## config.mk

```make
export PLATFORM = sky130hd
export DESIGN_NAME = efc_top
export DESIGN_NICKNAME = d
export VERILOG_FILES = /design/src/rtl/efc_timer.v /design/src/rtl/efc_top.v
export VERILOG_INCLUDE_DIRS = /design/src /design/src/shared
export SDC_FILE = /design/constraint.sdc
export NUM_CORES = 1
export LEC_CHECK = 0
export ABC_AREA = 1
export ABC_CLOCK_PERIOD_IN_PS = 4600
export BUFFER_PORTS_ARGS = -buffer_cell sky130_fd_sc_hd__buf_4
export CORE_UTILIZATION = 55
export CTS_CLUSTER_SIZE = 40
export DETAILED_ROUTE_END_ITERATION = 16
export PLACE_DENSITY = 0.81
export SLEW_MARGIN = 20
export SYNTH_ARGS = -nofsm -noshare
export SYNTH_HDL_FRONTEND = slang
export SYNTH_SLANG_ARGS = --single-unit
```

## constraint.sdc

```tcl
create_clock -name clk -period 4.6 [get_ports clk]
set_input_delay 0 -clock clk [delete_from_list [all_inputs] [get_ports clk]]
set_output_delay 0 -clock clk [all_outputs]
set_load 0.02 [all_outputs]
```

## src/shared/efc_regs.vh

```
// Constants for the embedded flash controller
`ifndef EFC_REGS_VH
`define EFC_REGS_VH
// Clock and timing (times in their printed units)
`define EFC_CLK_MHZ 125
`define EFC_T_WR_NS 46000
`define EFC_T_PAGE_NS 3040000
`define EFC_PAGE_WORDS 128
`define EFC_T_ERASE_US 21000
`define EFC_T_DIS_NS 6600
`define EFC_T_MDIS_NS 121000
`define EFC_WR_CYC ((`EFC_T_WR_NS * `EFC_CLK_MHZ + 999) / 1000)
`define EFC_SEQ_CYC (((`EFC_T_PAGE_NS - `EFC_T_WR_NS) * `EFC_CLK_MHZ + 126999) / 127000)
`define EFC_ERASE_CYC (`EFC_T_ERASE_US * `EFC_CLK_MHZ)
`define EFC_DIS_CYC ((`EFC_T_DIS_NS * `EFC_CLK_MHZ + 999) / 1000)
`define EFC_MDIS_CYC ((`EFC_T_MDIS_NS * `EFC_CLK_MHZ + 999) / 1000)
`define EFC_TW 22
// Address map
`define EFC_MMR_PAGE 24'h400180
`define EFC_USER_END 32'h00020000
`define EFC_INFO_END 32'h00020800
`define EFC_RD_LO 32'h000207E8
`define EFC_RD_HI 32'h000207F4
`define EFC_A_REV 32'h000207E8
`define EFC_A_UNUSED 32'h000207EC
`define EFC_A_ID_LO 32'h000207F0
`define EFC_UNUSED_VAL 32'h000000FF
`define EFC_WP_LOC 18'h1FFF8
`define EFC_DBG_LOC 18'h1FFEC
`define EFC_KEYLOC_LO 18'h1FFEC
`define EFC_DBG_SIG 32'h16032010
`define EFC_SZ_WORD 2'h2
`define EFC_PAGE_LSB 9
`define EFC_BLK_LSB 12
`define EFC_PAGE_LAST 9'h1FC
// Register offsets (address bits 7:0)
`define EFC_OFS_STA 8'h00
`define EFC_OFS_CON0 8'h04
`define EFC_OFS_CMD 8'h08
`define EFC_OFS_KEY 8'h0C
`define EFC_OFS_DBG 8'h10
`define EFC_OFS_SALO 8'h14
`define EFC_OFS_SAHI 8'h18
`define EFC_OFS_EALO 8'h1C
`define EFC_OFS_EAHI 8'h20
`define EFC_OFS_SIGN 8'h24
`define EFC_OFS_WP 8'h28
// Fields
`define EFC_CON0_WREN 2
`define EFC_CON0_ABEN 3
`define EFC_KEY1 16'hF456
`define EFC_KEY2 16'hF123
`define EFC_KEY_NONE 2'h0
`define EFC_KEY_HALF 2'h1
`define EFC_KEY_FULL 2'h2
`define EFC_CMD_PAGE 4'h1
`define EFC_CMD_SIGN 4'h2
`define EFC_CMD_MASS 4'h3
`define EFC_CMD_ABORT 4'h4
`define EFC_RES_OK 2'h0
`define EFC_RES_DENY 2'h1
`define EFC_RES_FAIL 2'h2
`define EFC_RES_ABORT 2'h3
`define EFC_CRC_POLY 24'h800063
`define EFC_CRC_INIT 24'hFFFFFF
`endif

```

## src/rtl/efc_timer.v

```verilog
// Down counter timing flash operations
`timescale 1ns/100ps
module efc_timer #(
    parameter W = 22
) (
    // Clock and reset
    input wire clk,
    input wire nrst,
    // Control
    input wire load,
    input wire [W-1:0] value,
    // Expiry pulse
    output reg done_q
);
    reg [W-1:0] cnt_q;
    always @(posedge clk or negedge nrst) begin
        if (!nrst) begin
            cnt_q <= {W{1'b0}};
            done_q <= 1'b0;
        end else begin
            done_q <= 1'b0;
            if (load) begin
                cnt_q <= value;
            end else if (cnt_q != {W{1'b0}}) begin
                cnt_q <= cnt_q - {{(W-1){1'b0}}, 1'b1};
                done_q <= (cnt_q == {{(W-1){1'b0}}, 1'b1});
            end
        end
    end
endmodule // efc_timer

```

## src/rtl/efc_top.v

```verilog
// Embedded flash controller: bus access, protection, erase/write/sign
`timescale 1ns/100ps
`include "efc_regs.vh"
module efc_top #(
    parameter [`EFC_TW-1:0] WR_CYC = `EFC_WR_CYC,
    parameter [`EFC_TW-1:0] ERASE_CYC = `EFC_ERASE_CYC,
    parameter [`EFC_TW-1:0] MDIS_CYC = `EFC_MDIS_CYC,
    parameter [31:0] KERNEL_REV = 32'h30303031, // arbitrary value
    parameter [63:0] SILICON_ID = 64'h0123456789ABCDEF // arbitrary value
) (
    // Clock and reset
    input wire clk,
    input wire nrst,
    // Processor memory bus
    input wire bus_req,
    input wire bus_we,
    input wire [1:0] bus_size,
    input wire [31:0] bus_addr,
    input wire [31:0] bus_wdata,
    output reg bus_ready_q,
    output reg bus_err_q,
    output reg [31:0] bus_rdata_q,
    // System interrupt pin for abort
    input wire irq_any,
    // Flash core
    input wire [31:0] fc_rdata,
    output reg [17:0] fc_addr_q,
    output reg [31:0] fc_wdata_q,
    output reg fc_rd_q,
    output reg fc_prog_q,
    output reg fc_erase_page_q,
    output reg fc_erase_mass_q,
    output reg fc_stop_q,
    // Debug port enable
    output reg swd_enable_q
);
    localparam [6:0] S_LOAD = 7'h01;
    localparam [6:0] S_IDLE = 7'h02;
    localparam [6:0] S_READ = 7'h04;
    localparam [6:0] S_WRITE = 7'h08;
    localparam [6:0] S_ERASE = 7'h10;
    localparam [6:0] S_SIGN = 7'h20;
    localparam [6:0] S_DISCH = 7'h40;
    localparam [`EFC_TW-1:0] SEQ_CYC = `EFC_SEQ_CYC;
    localparam [`EFC_TW-1:0] DIS_CYC = `EFC_DIS_CYC;

    reg [6:0] st_q;
    reg irq_m_q;
    reg irq_s_q;
    reg [1:0] key_q;
    reg wren_q;
    reg aben_q;
    reg [31:0] wp_q;
    reg [15:0] sa_lo_q;
    reg [15:0] sa_hi_q;
    reg [15:0] ea_lo_q;
    reg [15:0] ea_hi_q;
    reg [23:0] sig_q;
    reg cdone_q;
    reg wdone_q;
    reg [1:0] res_q;
    reg [17:0] last_wr_q;
    reg last_ok_q;
    reg [17:0] sign_end_q;
    reg from_wr_q;
    reg tm_load_q;
    reg [`EFC_TW-1:0] tm_val_q;
    wire tm_done;

    efc_timer #(.W(`EFC_TW)) u_timer (
        .clk(clk),
        .nrst(nrst),
        .load(tm_load_q),
        .value(tm_val_q),
        .done_q(tm_done)
    );

    function [23:0] crc_step;
        input [23:0] c;
        input [31:0] d;
        integer i;
        reg fb;
        begin
            crc_step = c;
            for (i = 31; i >= 0; i = i - 1) begin
                fb = crc_step[23] ^ d[i];
                crc_step = {crc_step[22:0], 1'b0} ^ (fb ? `EFC_CRC_POLY : 24'h000000);
            end
        end
    endfunction

    // Request decode
    wire take = bus_req & ~bus_ready_q;
    wire is_mmr = (bus_addr[31:8] == `EFC_MMR_PAGE);
    wire is_user = (bus_addr < `EFC_USER_END);
    wire is_info = ~is_user & (bus_addr < `EFC_INFO_END);
    wire info_ok = (bus_addr >= `EFC_RD_LO) & (bus_addr <= `EFC_RD_HI)
        & (bus_addr[1:0] == 2'h0);
    wire [17:0] fa = bus_addr[17:0];
    wire key_ok = (key_q == `EFC_KEY_FULL);
    wire wp_hit = ~wp_q[fa[16:`EFC_BLK_LSB]];
    wire cmd_busy = st_q[4] | st_q[5] | st_q[6] | st_q[0];
    wire wr_err = ~is_user | (bus_size != `EFC_SZ_WORD) | (bus_addr[1:0] != 2'h0)
        | ~wren_q | wp_hit | ((fa >= `EFC_KEYLOC_LO) & ~key_ok);
    wire rd_err = ~is_user & ~(is_info & info_ok);
    wire seq_wr = last_ok_q & (fa == last_wr_q + 18'h4)
        & (fa[17:`EFC_PAGE_LSB] == last_wr_q[17:`EFC_PAGE_LSB]);
    wire [8:0] wp_bit = {4'h0, sa_hi_q[0], sa_lo_q[15:12]};
    wire [17:0] sa_page = {sa_hi_q[1:0], sa_lo_q[15:`EFC_PAGE_LSB], 9'h000};
    wire [17:0] ea_last = {ea_hi_q[1:0], ea_lo_q[15:`EFC_PAGE_LSB], `EFC_PAGE_LAST};
    reg [31:0] mmr_rd;
    reg [31:0] info_rd;

    always @* begin
        case (bus_addr[7:0])
            `EFC_OFS_STA: mmr_rd = {26'h0, res_q, wdone_q, cdone_q, st_q[3], cmd_busy};
            `EFC_OFS_CON0: mmr_rd = {28'h0, aben_q, wren_q, 2'h0};
            `EFC_OFS_DBG: mmr_rd = {31'h0, swd_enable_q};
            `EFC_OFS_SALO: mmr_rd = {16'h0, sa_lo_q};
            `EFC_OFS_SAHI: mmr_rd = {16'h0, sa_hi_q};
            `EFC_OFS_EALO: mmr_rd = {16'h0, ea_lo_q};
            `EFC_OFS_EAHI: mmr_rd = {16'h0, ea_hi_q};
            `EFC_OFS_SIGN: mmr_rd = {8'h00, sig_q};
            `EFC_OFS_WP: mmr_rd = wp_q;
            default: mmr_rd = 32'h00000000;
        endcase
    end

    always @* begin
        if (bus_addr == `EFC_A_REV)
            info_rd = KERNEL_REV;
        else if (bus_addr == `EFC_A_UNUSED)
            info_rd = `EFC_UNUSED_VAL;
        else if (bus_addr == `EFC_A_ID_LO)
            info_rd = SILICON_ID[31:0];
        else
            info_rd = SILICON_ID[63:32];
    end

    // Pin synchroniser
    always @(posedge clk or negedge nrst) begin
        if (!nrst) begin
            irq_m_q <= 1'b0;
            irq_s_q <= 1'b0;
        end else begin
            irq_m_q <= irq_any;
            irq_s_q <= irq_m_q;
        end
    end

    always @(posedge clk or negedge nrst) begin
        if (!nrst) begin
            st_q <= S_LOAD;
            bus_ready_q <= 1'b0;
            bus_err_q <= 1'b0;
            bus_rdata_q <= 32'h00000000;
            fc_addr_q <= 18'h00000;
            fc_wdata_q <= 32'h00000000;
            fc_rd_q <= 1'b0;
            fc_prog_q <= 1'b0;
            fc_erase_page_q <= 1'b0;
            fc_erase_mass_q <= 1'b0;
            fc_stop_q <= 1'b0;
            swd_enable_q <= 1'b0;
            key_q <= `EFC_KEY_NONE;
            wren_q <= 1'b0;
            aben_q <= 1'b0;
            wp_q <= 32'hFFFFFFFF;
            sa_lo_q <= 16'h0000;
            sa_hi_q <= 16'h0000;
            ea_lo_q <= 16'h0000;
            ea_hi_q <= 16'h0000;
            sig_q <= `EFC_CRC_INIT;
            cdone_q <= 1'b0;
            wdone_q <= 1'b0;
            res_q <= `EFC_RES_OK;
            last_wr_q <= 18'h00000;
            last_ok_q <= 1'b0;
            sign_end_q <= 18'h00000;
            from_wr_q <= 1'b0;
            tm_load_q <= 1'b0;
            tm_val_q <= {`EFC_TW{1'b0}};
        end else begin
            bus_ready_q <= 1'b0;
            bus_err_q <= 1'b0;
            fc_prog_q <= 1'b0;
            fc_erase_page_q <= 1'b0;
            fc_erase_mass_q <= 1'b0;
            fc_stop_q <= 1'b0;
            tm_load_q <= 1'b0;
            // Register accesses are served unless a direct access owns the bus
            if (take & is_mmr & ~st_q[2] & ~st_q[3]) begin
                bus_ready_q <= 1'b1;
                bus_rdata_q <= bus_we ? 32'h00000000 : mmr_rd;
                last_ok_q <= 1'b0;
                if (!bus_we && bus_addr[7:0] == `EFC_OFS_STA) begin
                    cdone_q <= 1'b0;
                    wdone_q <= 1'b0;
                end
                if (bus_we) begin
                    case (bus_addr[7:0])
                        `EFC_OFS_CON0: begin
                            wren_q <= bus_wdata[`EFC_CON0_WREN];
                            aben_q <= bus_wdata[`EFC_CON0_ABEN];
                        end
                        `EFC_OFS_KEY: begin
                            if (key_q == `EFC_KEY_NONE && bus_wdata[15:0] == `EFC_KEY1)
                                key_q <= `EFC_KEY_HALF;
                            else if (key_q == `EFC_KEY_HALF && bus_wdata[15:0] == `EFC_KEY2)
                                key_q <= `EFC_KEY_FULL;
                            else
                                key_q <= `EFC_KEY_NONE;
                        end
                        `EFC_OFS_DBG: begin
                            if (!bus_wdata[0])
                                swd_enable_q <= 1'b0;
                        end
                        `EFC_OFS_SALO: sa_lo_q <= bus_wdata[15:0];
                        `EFC_OFS_SAHI: sa_hi_q <= bus_wdata[15:0];
                        `EFC_OFS_EALO: ea_lo_q <= bus_wdata[15:0];
                        `EFC_OFS_EAHI: ea_hi_q <= bus_wdata[15:0];
                        `EFC_OFS_WP: begin
                            if (key_ok)
                                wp_q <= bus_wdata;
                        end
                        `EFC_OFS_CMD: begin
                            if (bus_wdata[3:0] == `EFC_CMD_ABORT && (st_q[4] | st_q[5])) begin
                                fc_stop_q <= 1'b1;
                                fc_rd_q <= 1'b0;
                                res_q <= `EFC_RES_ABORT;
                                tm_load_q <= 1'b1;
                                tm_val_q <= fc_erase_mass_q ? MDIS_CYC : DIS_CYC;
                                from_wr_q <= 1'b0;
                                st_q <= S_DISCH;
                            end else if (st_q[1]) begin
                                res_q <= `EFC_RES_OK;
                                if (bus_wdata[3:0] == `EFC_CMD_SIGN) begin
                                    fc_addr_q <= sa_page;
                                    sign_end_q <= ea_last;
                                    sig_q <= `EFC_CRC_INIT;
                                    fc_rd_q <= 1'b1;
                                    st_q <= S_SIGN;
                                end else if (bus_wdata[3:0] == `EFC_CMD_PAGE ||
                                             bus_wdata[3:0] == `EFC_CMD_MASS) begin
                                    if (!key_ok || (bus_wdata[3:0] == `EFC_CMD_PAGE &&
                                        !wp_q[wp_bit[4:0]]) || (bus_wdata[3:0] ==
                                        `EFC_CMD_MASS && !wp_q[31])) begin
                                        res_q <= `EFC_RES_DENY;
                                        cdone_q <= 1'b1;
                                        key_q <= `EFC_KEY_NONE;
                                    end else begin
                                        fc_addr_q <= sa_page;
                                        fc_erase_page_q <= (bus_wdata[3:0] == `EFC_CMD_PAGE);
                                        fc_erase_mass_q <= (bus_wdata[3:0] == `EFC_CMD_MASS);
                                        tm_load_q <= 1'b1;
                                        tm_val_q <= ERASE_CYC;
                                        st_q <= S_ERASE;
                                    end
                                end
                            end
                        end
                        default: ;
                    endcase
                end
            end
            case (st_q)
                S_LOAD: begin
                    if (!fc_rd_q) begin
                        fc_rd_q <= 1'b1;
                        fc_addr_q <= `EFC_WP_LOC;
                    end else if (fc_addr_q == `EFC_WP_LOC) begin
                        wp_q <= fc_rdata;
                        fc_addr_q <= `EFC_DBG_LOC;
                    end else begin
                        swd_enable_q <= (fc_rdata != `EFC_DBG_SIG);
                        fc_rd_q <= 1'b0;
                        st_q <= S_IDLE;
                    end
                end
                S_IDLE: begin
                    if (take & ~is_mmr) begin
                        last_ok_q <= 1'b0;
                        if (bus_we ? wr_err : rd_err) begin
                            bus_ready_q <= 1'b1;
                            bus_err_q <= 1'b1;
                            bus_rdata_q <= 32'h00000000;
                        end else if (!bus_we && is_info) begin
                            bus_ready_q <= 1'b1;
                            bus_rdata_q <= info_rd;
                        end else if (!bus_we) begin
                            fc_rd_q <= 1'b1;
                            fc_addr_q <= fa;
                            st_q <= S_READ;
                        end else begin
                            fc_prog_q <= 1'b1;
                            fc_addr_q <= fa;
                            fc_wdata_q <= bus_wdata;
                            tm_load_q <= 1'b1;
                            tm_val_q <= seq_wr ? SEQ_CYC : WR_CYC;
                            st_q <= S_WRITE;
                        end
                    end
                end
                S_READ: begin
                    fc_rd_q <= 1'b0;
                    bus_ready_q <= 1'b1;
                    bus_rdata_q <= fc_rdata;
                    st_q <= S_IDLE;
                end
                S_WRITE: begin
                    if (aben_q & irq_s_q) begin
                        fc_stop_q <= 1'b1;
                        res_q <= `EFC_RES_ABORT;
                        tm_load_q <= 1'b1;
                        tm_val_q <= DIS_CYC;
                        from_wr_q <= 1'b1;
                        st_q <= S_DISCH;
                    end else if (tm_done) begin
                        bus_ready_q <= 1'b1;
                        wdone_q <= 1'b1;
                        last_wr_q <= fc_addr_q;
                        last_ok_q <= 1'b1;
                        st_q <= S_IDLE;
                    end
                end
                S_ERASE: begin
                    if (aben_q & irq_s_q) begin
                        fc_stop_q <= 1'b1;
                        res_q <= `EFC_RES_ABORT;
                        tm_load_q <= 1'b1;
                        tm_val_q <= fc_erase_mass_q ? MDIS_CYC : DIS_CYC;
                        from_wr_q <= 1'b0;
                        st_q <= S_DISCH;
                    end else if (tm_done) begin
                        cdone_q <= 1'b1;
                        key_q <= `EFC_KEY_NONE;
                        st_q <= S_IDLE;
                    end
                end
                S_SIGN: begin
                    if (aben_q & irq_s_q) begin
                        fc_rd_q <= 1'b0;
                        res_q <= `EFC_RES_ABORT;
                        cdone_q <= 1'b1;
                        key_q <= `EFC_KEY_NONE;
                        st_q <= S_IDLE;
                    end else if (fc_rd_q) begin
                        // Two cycles a word, paced by this clock only
                        fc_rd_q <= 1'b0;
                        if (fc_addr_q >= sign_end_q) begin
                            if (fc_rdata[23:0] != sig_q)
                                res_q <= `EFC_RES_FAIL;
                            cdone_q <= 1'b1;
                            key_q <= `EFC_KEY_NONE;
                            st_q <= S_IDLE;
                        end else begin
                            sig_q <= crc_step(sig_q, fc_rdata);
                            fc_addr_q <= fc_addr_q + 18'h4;
                        end
                    end else begin
                        fc_rd_q <= 1'b1;
                    end
                end
                S_DISCH: begin
                    if (tm_done) begin
                        if (from_wr_q) begin
                            bus_ready_q <= 1'b1;
                            wdone_q <= 1'b1;
                        end else begin
                            cdone_q <= 1'b1;
                            key_q <= `EFC_KEY_NONE;
                        end
                        st_q <= S_IDLE;
                    end
                end
                default: st_q <= S_IDLE;
            endcase
        end
    end
endmodule // efc_top

```

==> metrics <==
most common library cell in the layout ignoring fill and taps=sky130_fd_sc_hd__nand2_1; I/O pin count=about 190; endpoint of the lowest-slack register-to-register path=fc_addr_q[16]; Critical Path Slowest Stage Cell=sky130_fd_sc_hd__dfstp_2; peak ir drop on the vdd network=0.385 mV; Die Outline Area=about 35000 um2; Highest Clock Rate=0.240 GHz; via count of the first global-routing pass=a little over 20000; site row count=67; TritonRoute pass-1 iters=6; worst min-delay path class=in -> reg; Synth Flop Type=sky130_fd_sc_hd__dfrtp_1; count of final setup violators=0; distinct cell type count after synthesis=65; final antenna diode count=0; Max clock buf depth=3; fraction of final layout cells with drive strength greater than 1=16.3%; Max H-tree Level=2; sequential cell area fraction in the yosys report=between 40% and 50%; number of warnings reported in the yosys synthesis log=0; global placer's final weighted congestion=1.05; cells along the critical path=inv_1, o211ai_1, o21ai_0, a22o_1, o21ai_0, o2111ai_1, o21ai_0, nand2_1, nor2_2, inv_2, o21ai_1, nor2_1, inv_2, nand2_1, a21oi_1, inv_2, a21oi_1, o221ai_1; static power due to leakage=between 10 and 15 nW; final-layout fill cell count=about 2700; shortest clock period the worst path allows after layout=between 4 and 5 ns; Via-to-Cell Ratio=6.33; post-cts sizing count=0; FFs w/ async S/R, synth=100%; total count of max-transition violations in the final report=0; worst setup path endpoint=fc_addr_q[16]; Clk pin slew, worst setup/hold paths=~0.070 ns; hpwl dp=58300 um; post-DR wirelength/cell=24.7 um; maximum capacitance violations=0; aggregate global-route resource usage=a little under half; delay of the slowest critical-path stage=approximately 0.54 ns; via count=20658; element type at the critical path start=flop; number of enable flip-flop cells after synthesis=0; combinational family with the most area after synthesis=simple AND/OR/NAND/NOR gates; final-layout setup total negative slack=0 ns; Worst-Skew Late Latency=0.57 ns; per-instance average area after synthesis=~7.5 um2; commonest cells after routing, fill and taps aside=sky130_fd_sc_hd__nand2_1 (537), sky130_fd_sc_hd__inv_1 (330), sky130_fd_sc_hd__o21ai_0 (288); startpoint of the worst-slack reg-to-reg timing path=wp_q[14]; residual DRC count=0; clock skew=around 0.024 ns; Port Buffer Count=between 150 and 200; launching instance or port of the critical path=wp_q[14]; worst max-slew margin expressed relative to the limit=31.7%; gate count of the mapped netlist=between 2000 and 3000; Post-Layout Inst Area=around 23000 um2; maximum fanout count along the critical path=9; Antenna Violating Nets Remaining=0; multiplexer share of the synthesized area=under 10%; leftover overflow at the end of global routing=0; clock buffers created by TritonCTS=36; post-synthesis to final-layout area growth=22.3%; area of the core region=between 30000 and 40000 um2; maximum number of pins on one net before global-route repair=between 100 and 150; overall die height=187 um; flop-to-flop setup slack=0.43 ns; post-synthesis compound-gate area fraction=18.3%; total of flip-flops plus latches after synthesis=303; Post-Synthesis Net Count=2630; setup repair bufs after CTS=0; clk sink count=303; Pwr Total=9.98 mW; initial detailed-routing violation count=2777; final worst-path cycle share=90.6%; critical setup path kind=reg -> reg; wire length of the first global-routing pass=122000 um; area of the mapped netlist=18900 um2; total wire length=about 81000 um; clock root buffer master=sky130_fd_sc_hd__clkbuf_16; antenna violations before repair=1; Final #Nets=between 2000 and 3000; adder-cell share of the synthesized area=1.39%; Worst R2R Path Depth=18; basic-gate share of the synthesized area counting and, or, nand and nor cells=23.0%; result of the run=completed; arrival time at the worst endpoint=approximately 4.6 ns; effective utilization at floorplan=56.1%; RSZ-0062 raised after global routing=no; cts-stage hold buffer count=91; xor/xnor share of the synthesized area=6.16%; Crit path required time=around 5 ns; final count of hold timing violations=0; die outline width=187 um; power density normalized to cell area=431 nW/um2; CTS tree=done; CP endpoint kind=flop; slew of the pin with the lowest slew margin=roughly 1.0 ns; dpl cell area=roughly 21000 um2
cell usage after synthesis (all sizes together) (5+ instances only):
cell / count / area (um2)
nand2: 562 / 2170
inv: 342 / 1280
o21ai: 290 / 1460
dfrtp: 246 / 6160
nor2: 214 / 813
nand3: 115 / 598
a21oi: 90 / 450
xor2: 80 / 723
clkbuf: 72 / 270
dfstp: 57 / 1500
xnor2: 40 / 395
nand4: 37 / 231
o22ai: 37 / 231
nor3: 36 / 180
mux2: 32 / 360
nor4: 31 / 194
o211ai: 29 / 218
a22oi: 24 / 185
ha: 21 / 263
a221oi: 20 / 175
o221ai: 19 / 166
buf: 13 / 88.8
o2111ai: 12 / 105
a22o: 10 / 87.6
or2: 10 / 62.6
a31oi: 8 / 50.1
a32o: 7 / 70.1
nand3b: 6 / 45.0
clkinv: 5 / 18.8
cell type report:
class | instances | area [um2] | area share (%)
timing repair buffer | 330 | 2730 | 11.8
inverter | 347 | 1300 | 5.63
multi-input combinational | 1771 | 9610 | 41.6
clock inverter | 18 | 256 | 1.11
sequential | 303 | 7650 | 33.1
tap | 448 | 561 | 2.42
clock buffer | 47 | 1020 | 4.42
routing by layer:
layer	part of all wire (%)	up-vias	track usage, %
li1	-	8961	-
met4	6.7	2	27.2
met1	38	9780	59.2
met3	12	354	11.3
met5	0.014	-	0
met2	44	1561	70.7
how the worst min path moves through the flow:
| stage | start | to | cells past startpoint |
|---|---|---|---|
| 2_1_floorplan | nrst | aben_q | 0 |
| 3_3_place_gp | nrst | fc_addr_q[8] | 1 |
| 3_5_place_dp | nrst | last_wr_q[15] | 1 |
| 4_1_cts | bus_addr[6] | fc_addr_q[6] | 7 |
| 5_1_grt | bus_wdata[0] | sa_hi_q[0] | 3 |
| 6_report | bus_wdata[0] | ea_hi_q[0] | 3 |
cells by family after synthesis:
logic type | after synthesis
buffers and inverters | 432
XOR/XNOR | 122
AO/OA/AOI/OAI | 577
flip-flops | 303
adder cells (fa/ha/maj) | 21
multiplexers | 32
AND/OR/NAND/NOR | 1019
state kept, by name (all words and copies together), names as in the netlist, 2 cells and up:
signal         count
ea_lo_q           16
st_q               7
fc_wdata_q        32
sig_q             24
key_q              2
tm_val_q          22
sa_lo_q           16
bus_rdata_q       32
res_q              2
u_timer.cnt_q     22
sa_hi_q           16
wp_q              32
fc_addr_q         18
ea_hi_q           16
sign_end_q        10
last_wr_q         18
metrics by stage:
stage / instances / utilization [%] / setup slack [ns] / hold WS [ns]
final: 3264 / 68.6 / 0.432 / 0.00877
after global routing: 3264 / 68.6 / 0.226 / 0.0360
after CTS: 3264 / 68.6 / 0.615 / 0.00712
after detailed placement: 3108 / 62.1 / 0.514 / 0.0456
after global placement: 3108 / 62.1 / 0.803 / 0.0440
after floorplan: 2506 / - / 1.34 / -0.296
power by group:
group	internal, mW	switching, mW	total (mW)
clock	1.87	1.26	3.13
sequential	3.10	0.459	3.56
combinational	1.20	2.10	3.29
critical path, delay by kind of cell, from the launching register on:
family,cells,cell delay [ns]
AOI/OAI and AO/OA,10,2.24
and+or+nand+nor,4,0.78
buffers and inverters,4,0.45
DFF,1,0.54
Power figures use the tool's default switching activity.
